==> src/ptls_cfg.svh <==
`ifndef PTLS_CFG_SVH
`define PTLS_CFG_SVH

// ************************
// Register map (byte addr)
// ************************
`define PTLS_ADDR_W 8
`define PTLS_ADDR_CTRL 8'h00
`define PTLS_ADDR_AOSEL 8'h04
`define PTLS_ADDR_BAL 8'h08
`define PTLS_ADDR_STAT 8'h0c

// ************************
// Control register fields
// ************************
`define PTLS_CTRL_W 7
`define PTLS_CTRL_LOADWATCH 0
`define PTLS_CTRL_SCANOFF 1
`define PTLS_CTRL_FORCE 2
`define PTLS_CTRL_INTDIS 3
`define PTLS_CTRL_EXTDIS 4
`define PTLS_CTRL_CHG 5
`define PTLS_CTRL_DSG 6
`define PTLS_CTRL_RESET 7'h00

// ************************
// Status register fields
// ************************
`define PTLS_STAT_LOAD 0
`define PTLS_STAT_INTOT 1
`define PTLS_STAT_EXTOT 2
`define PTLS_STAT_SUPPLY 3
`define PTLS_STAT_SHUT 4
`define PTLS_STAT_EXTHOT 5
`define PTLS_STAT_INTHOT 6

// ************************
// Analog select codes
// ************************
`define PTLS_AO_W 4
`define PTLS_AO_RESET 4'h0
`define PTLS_AO_EXT_TEMP 4'h8
`define PTLS_AO_INT_TEMP 4'h9

// ************************
// Pin synchroniser slots
// ************************
`define PTLS_PIN_LOAD 0
`define PTLS_PIN_THERM 1
`define PTLS_PIN_IHOT 2

// ************************
// Timing
// ************************
`define PTLS_CLK_PERIOD_NS 5
`define PTLS_TICK_NS 1000000
`define PTLS_TICK_CYCLES (`PTLS_TICK_NS / `PTLS_CLK_PERIOD_NS)
`define PTLS_SCAN_PERIOD_MS 640
`define PTLS_SCAN_ON_MS 5
`define PTLS_SETTLE_MS 1
`define PTLS_CELLS 6

`endif

==> src/ptls_pkg.sv <==
`default_nettype none
package ptls_pkg;
    // Data phase held by the bus slave
    typedef enum logic [1:0] {
        PTLS_PH_IDLE,
        PTLS_PH_READ,
        PTLS_PH_WRITE
    } ptls_phase_type;

    // Requesters of the sensor supply that run a settle and compare
    typedef enum logic [1:0] {
        PTLS_SRC_AUTO,
        PTLS_SRC_HOST,
        PTLS_SRC_FORCE
    } ptls_src_type;
endpackage
`default_nettype wire

==> src/ptls_scan_timer.sv <==
`timescale 1ns/1ps
`default_nettype none
`include "ptls_cfg.svh"
module ptls_scan_timer
    import ptls_pkg::*;
#(
    parameter int unsigned TICK_CYCLES = `PTLS_TICK_CYCLES,
    parameter int unsigned PERIOD_TICKS = `PTLS_SCAN_PERIOD_MS,
    parameter int unsigned ON_TICKS = `PTLS_SCAN_ON_MS
) (
    // Clock and synchronised reset
    input wire logic clk,
    input wire logic rstSyncB,
    // Timing outputs
    output logic msTick,
    output logic scanWindow
);
    localparam int DIV_W = $clog2(TICK_CYCLES);
    localparam int MS_W = $clog2(PERIOD_TICKS);

    typedef struct packed {
        logic [DIV_W-1:0] divCnt;
        logic [MS_W-1:0] msCnt;
        logic tick;
        logic window;
    } ptls_timer_state_type;

    ptls_timer_state_type state;
    ptls_timer_state_type next_state;

    // ************************
    // Millisecond divider and scan period
    // ************************
    always_comb begin
        next_state = state;
        next_state.tick = 1'b0;
        if (state.divCnt == DIV_W'(TICK_CYCLES - 1)) begin
            next_state.divCnt = '0;
            next_state.tick = 1'b1;
            if (state.msCnt == MS_W'(PERIOD_TICKS - 1)) begin
                next_state.msCnt = '0;
            end else begin
                next_state.msCnt = state.msCnt + MS_W'(1);
            end
        end else begin
            next_state.divCnt = state.divCnt + DIV_W'(1);
        end
        next_state.window = (next_state.msCnt < MS_W'(ON_TICKS));
    end

    // Counters restart at reset so the first pulse starts right away
    always_ff @(posedge clk or negedge rstSyncB) begin
        if (!rstSyncB) begin
            state <= '{divCnt: '0, msCnt: '0, tick: 1'b0,
                       window: 1'b1};
        end else begin
            state <= next_state;
        end
    end

    assign msTick = state.tick;
    assign scanWindow = state.window;
endmodule
`default_nettype wire

==> src/ptls_top.sv <==
// The AHB-Lite interface to the registers and the address map were chosen for this implementation.
`timescale 1ns/1ps
`default_nettype none
`include "ptls_cfg.svh"
module ptls_top
    import ptls_pkg::*;
#(
    parameter int unsigned TICK_CYCLES = `PTLS_TICK_CYCLES,
    parameter int unsigned CELLS = `PTLS_CELLS
) (
    // Clock and reset
    input wire logic clk,
    input wire logic rst_b,
    // AHB-Lite slave
    input wire logic hsel,
    input wire logic [31:0] haddr,
    input wire logic [1:0] htrans,
    input wire logic hwrite,
    input wire logic [2:0] hsize,
    input wire logic [31:0] hwdata,
    input wire logic hready,
    output logic hreadyout,
    output logic hresp,
    output logic [31:0] hrdata,
    // Comparator pins from the analog front end
    input wire logic loadSenseHigh,
    input wire logic thermistorBelowRef,
    input wire logic internalHot,
    // Overcurrent flags from the protection logic
    input wire logic chargeOvercurrentFlag,
    input wire logic dischargeOvercurrentFlag,
    input wire logic shortCircuitFlag,
    // Switch and monitor controls
    output logic loadWatchEnable,
    output logic thermistorSupplyOut,
    output logic chargeSwitchCtrl,
    output logic dischargeSwitchCtrl,
    output logic [CELLS-1:0] balanceSwitch,
    output logic [`PTLS_AO_W-1:0] analogOutSelect,
    // Status
    output logic loadStillPresentFlag,
    output logic internalOvertempFlag,
    output logic externalOvertempFlag
);
    localparam int unsigned SETTLE_CYCLES = `PTLS_SETTLE_MS * TICK_CYCLES;
    localparam int SETTLE_W = $clog2(SETTLE_CYCLES + 1);
    localparam int NSRC = 3;

    typedef struct packed {
        logic [2:0] syncA;
        logic [2:0] syncB;
        logic [`PTLS_CTRL_W-1:0] ctrl;
        logic [`PTLS_AO_W-1:0] aoSel;
        logic [CELLS-1:0] balance;
        logic loadFlag;
        logic intFlag;
        logic extFlag;
        logic extHot;
        logic [NSRC-1:0][SETTLE_W-1:0] settle;
        logic supply;
        logic chargeOut;
        logic dischargeOut;
        logic [CELLS-1:0] balanceOut;
        ptls_phase_type phase;
        logic [`PTLS_ADDR_W-1:0] addr;
        logic [31:0] rdata;
    } ptls_top_state_type;

    ptls_top_state_type state;
    ptls_top_state_type next_state;

    // ************************
    // Reset release
    // ************************
    logic [1:0] rstPipe;
    logic rstSyncB;

    always_ff @(posedge clk or negedge rst_b) begin
        if (!rst_b) begin
            rstPipe <= 2'b00;
        end else begin
            rstPipe <= {rstPipe[0], 1'b1};
        end
    end
    assign rstSyncB = rstPipe[1];

    // ************************
    // Scan timing
    // ************************
    logic scanWindow;

    ptls_scan_timer #(
        .TICK_CYCLES(TICK_CYCLES),
        .PERIOD_TICKS(`PTLS_SCAN_PERIOD_MS),
        .ON_TICKS(`PTLS_SCAN_ON_MS)
    ) scanTimer (
        .clk(clk),
        .rstSyncB(rstSyncB),
        .msTick(),
        .scanWindow(scanWindow)
    );

    // ************************
    // Temperature sources
    // ************************
    logic [NSRC-1:0] srcOn;
    logic [NSRC-1:0] settled;
    logic detect;
    logic ocAny;
    logic shutdown;
    logic intHot;
    logic loadHigh;
    logic thermLow;

    assign loadHigh = state.syncB[`PTLS_PIN_LOAD];
    assign thermLow = state.syncB[`PTLS_PIN_THERM];
    assign intHot = state.syncB[`PTLS_PIN_IHOT];

    // Automatic pulse only while the scan is not switched off
    assign srcOn[PTLS_SRC_AUTO] = scanWindow
        && !state.ctrl[`PTLS_CTRL_SCANOFF];
    assign srcOn[PTLS_SRC_HOST] =
        (state.aoSel == `PTLS_AO_EXT_TEMP);
    assign srcOn[PTLS_SRC_FORCE] = state.ctrl[`PTLS_CTRL_FORCE];
    assign ocAny = chargeOvercurrentFlag || dischargeOvercurrentFlag
        || shortCircuitFlag;

    // Each requester owns its settle count, so one starting or stopping
    // never restarts the wait of another
    for (genvar s = 0; s < NSRC; s++) begin : gSettle
        assign settled[s] = srcOn[s]
            && state.settle[s] == SETTLE_W'(SETTLE_CYCLES);
    end
    assign detect = |settled;

    // The internal comparator carries its own hysteresis; the external
    // hot state only clears on a settled cool reading
    assign shutdown =
        (intHot && !state.ctrl[`PTLS_CTRL_INTDIS])
        || (state.extHot && !state.ctrl[`PTLS_CTRL_EXTDIS]);

    // ************************
    // Next state
    // ************************
    logic busTake;
    logic busHit;
    logic [31:0] rd;

    assign busTake = hsel && htrans[1] && hready;
    assign busHit = (haddr[31:`PTLS_ADDR_W] == 24'h0);

    always_comb begin
        next_state = state;
        rd = 32'h0;

        // Pin synchronisers
        next_state.syncA = {internalHot, thermistorBelowRef, loadSenseHigh};
        next_state.syncB = state.syncA;

        // Data phase writes
        if (state.phase == PTLS_PH_WRITE) begin
            case (state.addr)
                `PTLS_ADDR_CTRL: begin
                    next_state.ctrl = hwdata[`PTLS_CTRL_W-1:0];
                end
                `PTLS_ADDR_AOSEL: begin
                    // Selection stays writable during shutdown
                    next_state.aoSel = hwdata[`PTLS_AO_W-1:0];
                end
                `PTLS_ADDR_BAL: begin
                    if (!shutdown) begin
                        next_state.balance = hwdata[CELLS-1:0];
                    end
                end
                `PTLS_ADDR_STAT: begin
                    if (hwdata[`PTLS_STAT_INTOT]) begin
                        next_state.intFlag = 1'b0;
                    end
                    if (hwdata[`PTLS_STAT_EXTOT]) begin
                        next_state.extFlag = 1'b0;
                    end
                end
                default: begin
                end
            endcase
        end

        // Switch bits drop and stay low while shut down
        if (shutdown) begin
            next_state.ctrl[`PTLS_CTRL_CHG] = 1'b0;
            next_state.ctrl[`PTLS_CTRL_DSG] = 1'b0;
        end

        // Load monitor status follows the comparator while enabled
        next_state.loadFlag = state.ctrl[`PTLS_CTRL_LOADWATCH]
            && loadHigh;

        // Settle counts run from the cycle the supply is really on
        for (int s = 0; s < NSRC; s++) begin
            if (!(srcOn[s] && state.supply)) begin
                next_state.settle[s] = '0;
            end else if (!settled[s]) begin
                next_state.settle[s] = state.settle[s] + SETTLE_W'(1);
            end
        end

        // Compare only after the divider has settled
        if (detect) begin
            next_state.extHot = thermLow;
        end

        // Hardware set beats a software clear in the same cycle
        if (intHot) begin
            next_state.intFlag = 1'b1;
        end
        if (detect && thermLow) begin
            next_state.extFlag = 1'b1;
        end

        next_state.supply = (|srcOn) || ocAny;
        next_state.chargeOut = next_state.ctrl[`PTLS_CTRL_CHG] && !shutdown;
        next_state.dischargeOut = next_state.ctrl[`PTLS_CTRL_DSG]
            && !shutdown;
        next_state.balanceOut = shutdown ? '0
            : next_state.balance;

        // Address phase; read data taken from the updated values so
        // a read right after a write sees the new contents
        if (hready) begin
            next_state.phase = PTLS_PH_IDLE;
            if (busTake && busHit) begin
                next_state.phase = hwrite ? PTLS_PH_WRITE : PTLS_PH_READ;
                next_state.addr = haddr[`PTLS_ADDR_W-1:0];
            end
            if (busTake && !hwrite && busHit) begin
                case (haddr[`PTLS_ADDR_W-1:0])
                    `PTLS_ADDR_CTRL: begin
                        rd[`PTLS_CTRL_W-1:0] = next_state.ctrl;
                    end
                    `PTLS_ADDR_AOSEL: begin
                        rd[`PTLS_AO_W-1:0] = next_state.aoSel;
                    end
                    `PTLS_ADDR_BAL: begin
                        rd[CELLS-1:0] = next_state.balance;
                    end
                    `PTLS_ADDR_STAT: begin
                        rd[`PTLS_STAT_LOAD] = next_state.loadFlag;
                        rd[`PTLS_STAT_INTOT] = next_state.intFlag;
                        rd[`PTLS_STAT_EXTOT] = next_state.extFlag;
                        rd[`PTLS_STAT_SUPPLY] = next_state.supply;
                        rd[`PTLS_STAT_SHUT] = shutdown;
                        rd[`PTLS_STAT_EXTHOT] = next_state.extHot;
                        rd[`PTLS_STAT_INTHOT] = intHot;
                    end
                    default: begin
                        rd = 32'h0;
                    end
                endcase
                next_state.rdata = rd;
            end
        end
    end

    // ************************
    // State register
    // ************************
    always_ff @(posedge clk or negedge rstSyncB) begin
        if (!rstSyncB) begin
            state <= '{syncA: 3'h0, syncB: 3'h0, ctrl: `PTLS_CTRL_RESET,
                       aoSel: `PTLS_AO_RESET, balance: '0,
                       loadFlag: 1'b0, intFlag: 1'b0, extFlag: 1'b0,
                       extHot: 1'b0, settle: '0, supply: 1'b0,
                       chargeOut: 1'b0, dischargeOut: 1'b0,
                       balanceOut: '0, phase: PTLS_PH_IDLE,
                       addr: '0, rdata: 32'h0};
        end else begin
            state <= next_state;
        end
    end

    // ************************
    // Outputs
    // ************************
    assign hreadyout = 1'b1;
    assign hresp = 1'b0;
    assign hrdata = state.rdata;
    // Drives the internal pull-down on the load sense pin
    assign loadWatchEnable = state.ctrl[`PTLS_CTRL_LOADWATCH];
    assign thermistorSupplyOut = state.supply;
    assign chargeSwitchCtrl = state.chargeOut;
    assign dischargeSwitchCtrl = state.dischargeOut;
    assign balanceSwitch = state.balanceOut;
    assign analogOutSelect = state.aoSel;
    assign loadStillPresentFlag = state.loadFlag;
    assign internalOvertempFlag = state.intFlag;
    assign externalOvertempFlag = state.extFlag;

    // ************************
    // Checks
    // ************************
    logic wrCtrl;
    logic wrAo;

    assign wrCtrl = state.phase == PTLS_PH_WRITE
        && state.addr == `PTLS_ADDR_CTRL;
    assign wrAo = state.phase == PTLS_PH_WRITE
        && state.addr == `PTLS_ADDR_AOSEL;
endmodule
`default_nettype wire

==> config.mk <==
export PLATFORM = sky130hd
export DESIGN_NAME = ptls_top
export DESIGN_NICKNAME = d
export VERILOG_FILES = /design/src/ptls_pkg.sv /design/src/ptls_scan_timer.sv /design/src/ptls_top.sv
export VERILOG_INCLUDE_DIRS = /design/src /design/src/src
export SDC_FILE = /design/constraint.sdc
export NUM_CORES = 1
export LEC_CHECK = 0
export BUFFER_PORTS_ARGS = -buffer_cell sky130_fd_sc_hd__buf_2
export CORE_MARGIN = 10
export CORE_UTILIZATION = 43
export DETAILED_ROUTE_END_ITERATION = 12
export PLACE_DENSITY = 0.66
export RECOVER_POWER = 100
export SYNTH_ARGS = -nofsm -noshare
export SYNTH_HDL_FRONTEND = slang
export SYNTH_SLANG_ARGS = --single-unit
==> constraint.sdc <==
create_clock -name clk -period 12.5 [get_ports clk]
set_clock_uncertainty 0.05 [all_clocks]
set_input_delay 1.25 -clock clk [delete_from_list [all_inputs] [get_ports clk]]
set_output_delay 1.25 -clock clk [all_outputs]
set_load 0.005 [all_outputs]
Word-level counts from Yosys, hierarchy flattened:

Index checks and enable logic that the tools add are counted.

* input port bits: 80
* bits in registers: 138

* reduce and logical (&&, ||, !) cells: 34
* mux-type cells: 28
* equality and inequality tests: 16
* add/subtract/negate cells: 5
* order comparisons: 1

Operators by type and width (number)
* $mux W18: 7
* $add A18 B1 Y18 const B: 4
* $eq A18 B18 Y1 const B: 4
* $eq A8 B4 Y1 const B: 4
* $logic_not A24 Y1: 1
* $mux W10: 2
* $logic_and A1 B1 Y1: 18
* $mux W6: 3
* $mux W17: 1
* $eq A8 B3 Y1 const B: 2
* $logic_not A8 Y1: 2
* $pmux W4 S4: 1
* $mux W11: 1
* $add A10 B1 Y10 const B: 1
* $eq A10 B10 Y1 const B: 1
* $lt A10 B3 Y1 const B: 1
* $mux W2: 4
* $mux W7: 1
* $ne A2 B2 Y1 const B: 3
* $pmux W2 S3: 1
* $reduce_or A3 Y1: 2
* $logic_not A1 Y1: 5
* $mux W1: 5
* $eq A4 B4 Y1 const B: 1
* other kinds (5): 9

Logic depth before layout (Yosys ltp):

Gate-level depths: netlist of run 1.

* depth after elaboration: 8
* gate-level depth with buffers: 9
* mapped depth without buffers: 8

Modules after synthesis:

Synthesis of run 1 repeated with hierarchy kept, for this count alone.

* cell total of the unflattened synthesis: 684
* area, all modules: 6876.6 um^2

Modules (own cells, without submodules)
* ptls_top: cells an instance 521, sequential area each 2677.6 um^2, area an instance 5282.6 um^2, times used 1
* ptls_scan_timer: cells an instance 163, sequential area each 752.0 um^2, area an instance 1594.0 um^2, times used 1

Worst setup path before layout of run 1:

OpenSTA, ideal clock, no wires.

* path type: input to register
* from: input port haddr[24]
* to: register state[32] (netlist bit)
* data arrival time: 2693 ps
* stages: 5
* path buffers: 0
* library setup time: 125 ps
* setup slack: 9633 ps
* cell sequence: or4b_1 nor4_1 nand3_1 nor2_2 mux2_2

* word-level cells in the longest chain between the ends: 3

RTL lines
* start: declaration: RTL line ptls_top.sv:16 `input wire logic [31:0] haddr,`
* $logic_not A24 Y1: RTL line ptls_top.sv:150 `` assign busHit = (haddr[31:`PTLS_ADDR_W] == 24'h0); ``
* $logic_and A1 B1 Y1: RTL line ptls_top.sv:231 `if (busTake && busHit) begin`
* $reduce_and A2 Y1 (no source line)
* end signal: assignment: RTL line ptls_top.sv:269 `` state <= '{syncA: 3'h0, syncB: 3'h0, ctrl: `PTLS_CTRL_RESET, ``
* end signal: assignment: RTL line ptls_top.sv:277 `state <= next_state;`
* end: declaration: RTL line ptls_top.sv:69 `ptls_top_state_type state;`

No other way between the ends.
A chain may end at the register's enable or synchronous reset.

==> results.txt, run 1 <==
Clock share of power -> 52.5%
DRC viols -> 0
NetSw -> 0.212 mW
Delay-heaviest family, CP -> buffers and inverters
RSZ-0062 raised after global routing -> no
Seq/Total Area, Yosys -> 48.0%
Crit share post-route -> 42.7%
Crit-path max cell delay -> 2350 ps
Crit Path Max Fanout -> 73
DR iter-0 viols -> 366
Critical hold path startpoint -> next_state[128]
Die area -> 22000 um2
Num CTS Buffers -> 17
Initial antenna violation count -> 0
Combinational cell fraction of total power -> 3.2%
Max Freq -> 187 MHz
Worst-Skew Late Latency -> 420 ps
N_diodes -> 0
Root Driver -> clkbuf_16
Initial Util -> 44.3%
Arrival @ worst endpoint -> 5110 ps
Core ar. -> 16000 um2
Slew margin rel. -> -111%
Share of post-route cells with drive strength above 1 -> 14.0%
Post-synth EDFFs -> 0
Max clock buf depth -> 2
Post-Syn Area -> 7090 um2
Syn. warnings -> 0
Internal -> 0.812 mW
Violated checks -> max-capacitance violations, max-slew violations
R2r worst-path depth -> 1
Total gr overflow -> 0
Vias in the first global route -> 5177
PwrDens -> 128 nW/um2
Sw Share -> 20.7%
Worst min path class -> register to register
Slowest CP cell -> clkbuf_1
Drt pass-1 iters -> 5
# setup viols final -> 0
Post-Layout Cell Count -> 999
Mapped Cells -> 709
Worst vdd ir -> 109 uV
Hold violation count in the final report -> 0
Sequential fraction of design power -> 44.3%
WS Path Type -> register to async pin
Fin worst setup slack -> 7160 ps
All-Layer GR Usage -> 14.4%
Hold buffers post-CTS -> 0
Routed WL per cell -> 15.4 um
Clock-pin slew on the worst setup and hold paths -> 50 ps
Lkg Pwr -> 3.47 nW
Placed Cells -> 967
Row cnt -> 46
Hold Path Stages -> 0
Die Ht -> 148 um
Worst EP required -> 12270 ps
RePlAce Congestion -> 0.821
DP Wirelength -> 10900 um
Worst Setup End Kind -> async pin
Routed wire length -> 15400 um
Setup WS pre-CTS -> 9300 ps
Fin crit period -> 5340 ps
Post-CTS Setup Repair Bufs -> 0
Buffers on Ports -> 74
Post-CTS Resized -> 0
Reg-to-reg startpoint -> rstPipe[1]
Synth Register Bits -> 136
Post-synthesis cell type count -> 68
Final Max Tran Viols -> 144
Async SR Flop Fraction -> 100%
MaxCap Viol Count -> 3
Final antenna-violating net count -> 0
CP bufs+invs -> 1
Endpoint, Worst Hold -> intHot
Syn avg cell area -> 10.0 um2
Vias -> 5089
Fillers -> 1515
Vias/cell -> 5.09
Startpoint types -> register
Layout Nets -> 858
CP Cell Sequence -> clkbuf_1
Syn-to-layout area delta -> 12.5%
Power Total -> 1.02 mW
Worst flop-to-flop path endpoint -> state[72]
First-pass GRT wire length -> 25800 um
Outcome -> complete, but fails checks
Final setup TNS -> 0 ps
Largest net degree at the start of global routing -> 74
Post-synth top flop -> dfrtp_1
Io pins -> 131
Htree depth -> 4
CTS tree -> done
Die width -> 148 um
R2R setup slack -> 7160 ps
Actual slew at the worst max-slew pin -> 3170 ps
Clock Sinks -> 136
## power by group through the flow
stage	Combinational [mW]	Sequential, mW	Clock [mW]
finish	0.0328	0.454	0.537
global route	0.0376	0.455	0.566
CTS	0.0341	0.454	0.547
detailed placement	0.0338	0.462	0
global placement	0.0334	0.462	0
floorplan	0.0220	0.462	0
## state kept, by name (all words and copies together), names as in the netlist, 2 cells and up
register / count
rstPipe: 2
next_state: 3
scanTimer.state: 28
hrdata: 7
state: 76
balanceSwitch: 6
analogOutSelect: 4
## worst max path at each step
stage | startpoint | end | slack [ps] | cells past startpoint
after floorplan | rstPipe[1] | analogOutSelect[0] | 8380 | 0
after global placement | haddr[1] | hrdata[0] | 9340 | 7
after detailed placement | haddr[24] | state[34] | 9300 | 6
after CTS | scanTimer.state[12] | scanTimer.scanWindow | 9550 | 7
after global routing | rstPipe[1] | state[74] | 6080 | 1
final | rstPipe[1] | state[72] | 7160 | 1
## routing by layer
metal	part of all wire (%)	track usage, %	routed length (um)
met5	0	0	0
met4	1.3	4.56	195
met3	6.1	5.10	943
met2	48	22.4	7360
met1	45	18.3	6910
## metrics by stage
step | hold WS, ps | area, um2 | util (%)
after floorplan | 281 | 7190 | -
after global placement | 281 | 7450 | 46.6
after detailed placement | 286 | 7450 | 46.6
after CTS | 299 | 8090 | 50.5
after global routing | 300 | 7980 | 49.9
final | 299 | 7980 | 49.9
## logic make-up (layout without fill, tap and decap cells)
family,count (synthesis),in the layout,synth area share [%]
other cells,2,28,0.106
compound gates,67,67,6.05
mux,31,31,4.98
flops,136,136,48.0
fa+ha+maj,8,8,1.41
simple gates,322,322,25.1
xor+xnor,61,61,7.54
buf+inv,82,130,6.79
## synth_stat cells (all sizes together) (3+ instances only)
master	number	area share (%)
and2	3	0.26
ha	8	1.4
nand2b	3	0.26
and4	4	0.49
mux2	22	3.7
a21oi	21	1.6
nor2b	10	0.88
nand4	15	1.4
and3	14	1.2
or4	3	0.37
xor2	44	5.4
o21ai	24	1.7
clkbuf	11	0.62
nand2	68	3.7
and4b	3	0.42
nor4b	8	1.7
dfrtp	135	48
or2	3	0.26
mux2i	9	1.3
xnor2	17	2.1
nor4	20	2.4
nand3	41	3.0
inv	21	1.1
nor2	86	4.6
nor3	19	1.7
or3	13	1.1
buf	50	5.1
## placed cells by master, fill, tap and decap left out, drive strengths merged, types with 4 or more instances in the layout
cell / netlist / routed
buf: 50 / 51
conb: 2 / 28
and3: 14 / 14
and4: 4 / 4
nand3: 41 / 41
clkbuf: 11 / 50
mux2: 22 / 22
nand4: 15 / 15
mux2i: 9 / 9
xnor2: 17 / 17
ha: 8 / 8
or3: 13 / 13
nor2: 86 / 86
nor2b: 10 / 10
inv: 21 / 21
nor4: 20 / 20
nor4b: 8 / 8
nand2: 68 / 68
dfrtp: 135 / 135
xor2: 44 / 44
nor3: 19 / 19
a21oi: 21 / 21
o21ai: 24 / 24
bufinv: 0 / 4
## layout make-up
class,instances,area (um2),share of cell area [%]
inverters,21,78.8,0.988
clock inverters,8,143,1.79
repair buffers,77,358,4.49
multi-input cells,517,3230,40.5
well taps,216,270,3.39
flip-flops and latches,136,3400,42.7
clock buffers,24,492,6.16
(Power assumes the default switching activity.)
==> run 2: changes to the inputs <==
--- a/config.mk
+++ b/config.mk
@@ -6,6 +6,7 @@
 export SDC_FILE = /design/constraint.sdc
 export NUM_CORES = 1
 export LEC_CHECK = 0
+export ABC_AREA = 1
 export BUFFER_PORTS_ARGS = -buffer_cell sky130_fd_sc_hd__buf_2
 export CORE_MARGIN = 10
 export CORE_UTILIZATION = 43
==> constraint.sdc (replaced) <==
create_clock -name clk -period 5.3 [get_ports clk]
set_clock_uncertainty 0.05 [all_clocks]
set_input_delay 0.53 -clock clk [delete_from_list [all_inputs] [get_ports clk]]
set_output_delay 0.53 -clock clk [all_outputs]
set_load 0.005 [all_outputs]
==> results.txt, run 2 <==
Routed WL per cell -> 13.1 um (was 15.4 um)
Actual slew at the worst max-slew pin -> 2480 ps (was 3170 ps)
Die width -> 151 um (was 148 um)
Post-synth EDFFs -> 0 (unchanged)
Slowest CP cell -> dfrtp_1 (was clkbuf_1)
CTS tree -> done (unchanged)
Crit Path Max Fanout -> 62 (was 73)
Outcome -> complete, but fails checks (unchanged)
Syn avg cell area -> 7.70 um2 (was 10.0 um2)
Worst min path class -> input pin to register (was register to register)
Worst vdd ir -> 218 uV (was 109 uV)
Seq/Total Area, Yosys -> 46.4% (was 48.0%)
Crit-path max cell delay -> 2030 ps (was 2350 ps)
Count leader, synth -> nand2_1 (was dfrtp_1)
R2r worst-path depth -> 1 (unchanged)
Vias in the first global route -> 5873 (was 5177)
Commonest non-fill, non-tap cell in the layout -> nand2_1 (was dfrtp_1)
RePlAce Congestion -> 0.832 (was 0.821)
Syn-to-layout area delta -> 12.6% (was 12.5%)
Top post-synthesis cells by count -> nand2_1, inv_1, dfrtp_1, nor2_1, nand3_1 (was dfrtp_1, nor2_1, nand2_1, buf_4, xor2_1)
Multiplexer share of the synthesized area -> 0% (was 4.98%)
Synth area leaders -> dfrtp_1, nand2_1, inv_1, nor2_1, buf_4 (was dfrtp_1, xor2_1, buf_4, nor2_1, nand2_1)
Routed wire length -> 16400 um (was 15400 um)
# setup viols final -> 0 (unchanged)
Max reg flops -> 76 (unchanged)
Largest family of logic cells by synthesized area -> simple AND/OR/NAND/NOR gates (unchanged)
MaxCap Viol Count -> 1 (was 3)
Clock Sinks -> 136 (unchanged)
Max clock buf depth -> 2 (unchanged)
Post-route cell area -> 8260 um2 (was 7980 um2)
Initial antenna violation count -> 0 (unchanged)
Post-synth top flop -> dfrtp_1 (unchanged)
Total gr overflow -> 0 (unchanged)
WS Path Type -> register to async pin (unchanged)
RSZ-0062 raised after global routing -> no (unchanged)
Post-synthesis cell type count -> 46 (was 68)
Final Max Tran Viols -> 63 (was 144)
Xor and xnor area share after synthesis -> 2.03% (was 7.54%)
Max Freq -> 373 MHz (was 187 MHz)
Startpoint types -> register (unchanged)
Syn. warnings -> 0 (unchanged)
Vias/cell -> 4.81 (was 5.09)
Final antenna-violating net count -> 0 (unchanged)
Clock-pin slew on the worst setup and hold paths -> 60 ps (was 50 ps)
Power Total -> 2.46 mW (was 1.02 mW)
Lkg Pwr -> 4.20 nW (was 3.47 nW)
Simple-Gate Fraction of Synth Area -> 29.5% (was 25.1%)
Core ar. -> 16600 um2 (was 16000 um2)
Delay-heaviest family, CP -> flip-flops (was buffers and inverters)
Post-Syn Area -> 7330 um2 (was 7090 um2)
PwrDens -> 297 nW/um2 (was 128 nW/um2)
DR iter-0 viols -> 312 (was 366)
Compound-Gate Fraction of Synth Area -> 8.43% (was 6.05%)
CP Depth -> 1 (unchanged)
Drt pass-1 iters -> 5 (unchanged)
Crit share post-route -> 50.6% (was 42.7%)
Final setup TNS -> 0 ps (unchanged)
Biggest register -> state (unchanged)
Worst-Skew Late Latency -> 430 ps (was 420 ps)
DRC viols -> 0 (unchanged)
Die area -> 22700 um2 (was 22000 um2)
Area share of fa/ha/maj cells after synthesis -> 1.36% (was 1.41%)
CP bufs+invs -> 1 (unchanged)
Root Driver -> clkbuf_16 (unchanged)
Share of post-route cells with drive strength above 1 -> 9.45% (was 14.0%)
N_diodes -> 0 (unchanged)
Htree depth -> 4 (unchanged)
Violated checks -> max-capacitance violations, max-slew violations (unchanged)
Largest net degree at the start of global routing -> 63 (was 74)
Hold violation count in the final report -> 0 (unchanged)
Area of the multi-input gates -> 3070 um2 (was 3230 um2)
All-Layer GR Usage -> 14.9% (was 14.4%)
DP Wirelength -> 12300 um (was 10900 um)
Commonest cells after routing, fill and taps aside -> nand2_1, inv_1, dfrtp_1 (was dfrtp_1, nor2_1, nand2_1)
Placed inst area -> 7730 um2 (was 7450 um2)
Worst EP required -> 5780 ps (was 12270 ps)
Die Ht -> 151 um (was 148 um)
Io pins -> 131 (unchanged)
Worst Setup End Kind -> async pin (unchanged)
Async SR Flop Fraction -> 100% (unchanged)
Post-synth top area share -> 46.1% (was 47.7%)
Post-CTS Resized -> 0 (unchanged)
CP Cell Sequence -> buf_4 (was clkbuf_1)
Initial Util -> 44.1% (was 44.3%)
Synth area leader -> dfrtp_1 (unchanged)
Slew margin rel. -> -65.6% (was -111%)
Synth Register Bits -> 136 (unchanged)
Buffers on Ports -> 74 (unchanged)
Arrival @ worst endpoint -> 3170 ps (was 5110 ps)
Num CTS Buffers -> 17 (unchanged)
Layout Nets -> 1112 (was 858)
Fin crit period -> 2680 ps (was 5340 ps)
Row cnt -> 47 (was 46)
Hold Path Stages -> 1 (was 0)
Fillers -> 1626 (was 1515)
Vias -> 6047 (was 5089)
First-pass GRT wire length -> 27500 um (was 25800 um)
Register Area -> 3400 um2 (unchanged)
Mapped Cells -> 952 (was 709)
==> run 2: cell types whose count changed in the layout (fill, tap and decap cells not counted), moves of 10 or more <==
| cell | change |
|---|---|
| nor2_1 | +46 |
| a21oi_1 | +20 |
| inv_1 | +118 |
| nand3_1 | +26 |
| xor2_1 | -30 |
| o21ai_0 | +32 |
| nor2b_1 | -10 |
| or3_1 | -13 |
| and3_1 | -11 |
| nand2_1 | +142 |
| mux2_2 | -12 |
| xnor2_1 | -14 |
==> run 2: final timing paths <==
| kind | start | end | slack [ps] |
|---|---|---|---|
| min | loadSenseHigh | next_state[126] | 160 |
| max reg2reg | rstPipe[1] | state[54] | 2620 |
| max | rstPipe[1] | state[54] | 2620 |
| min reg2reg | next_state[126] | loadHigh | 300 |
| min in group asynchronous | rst_b | rstPipe[0] | 360 |
| max in group clk | state[105] | hrdata[0] | 2680 |
==> run 2: kinds of logic (layout without fill, tap and decap cells) <==
kind of cell / Yosys count / in the layout
compound gates: 113 / 113
other cells: 2 / 28
xor+xnor: 17 / 17
simple gates: 486 / 486
flops: 136 / 136
buf+inv: 190 / 249
fa+ha+maj: 8 / 8
==> run 2: metrics by stage <==
stage | std cells | worst slack, ps | utilization [%] | hold slack [ps]
after floorplan | 978 | 1180 | - | 184
after global routing | 1257 | 2040 | 49.6 | 139
final | 1257 | 2620 | 49.6 | 160
after global placement | 1224 | 3090 | 46.5 | 267
after detailed placement | 1224 | 3030 | 46.5 | 267
after CTS | 1257 | 3020 | 50.3 | 146
==> run 2: layout make-up <==
class	instances	area share (%)
Timing Repair Buffer	77	4.41
Sequential cell	136	41.2
Multi-Input combinational cell	652	37.1
Clock buffer	19	5.48
Tap cell	220	3.33
Clock inverter	13	2.05
Inverter	140	6.36
==> run 2: where the power goes <==
group          internal, mW  switching [mW]
combinational        0.0453          0.0871
clock                 0.770           0.466
sequential             1.06          0.0276
total                  1.88           0.581
==> run 2: layer usage <==
| metal | wire (um) | global-route usage [%] | up-vias |
|---|---|---|---|
| li1 | - | - | 3144 |
| met1 | 7810 | 19.0 | 2788 |
| met2 | 7660 | 23.5 | 100 |
| met3 | 800 | 4.62 | 15 |
| met4 | 149 | 4.67 | 0 |
| met5 | 0 | 0 | - |
==> run 2: timing repair <==
action                                 in CTS  in global routing
buffers inserted                            0                  0
endpoints found under the hold margin       2                  0
hold buffers                                1                  0
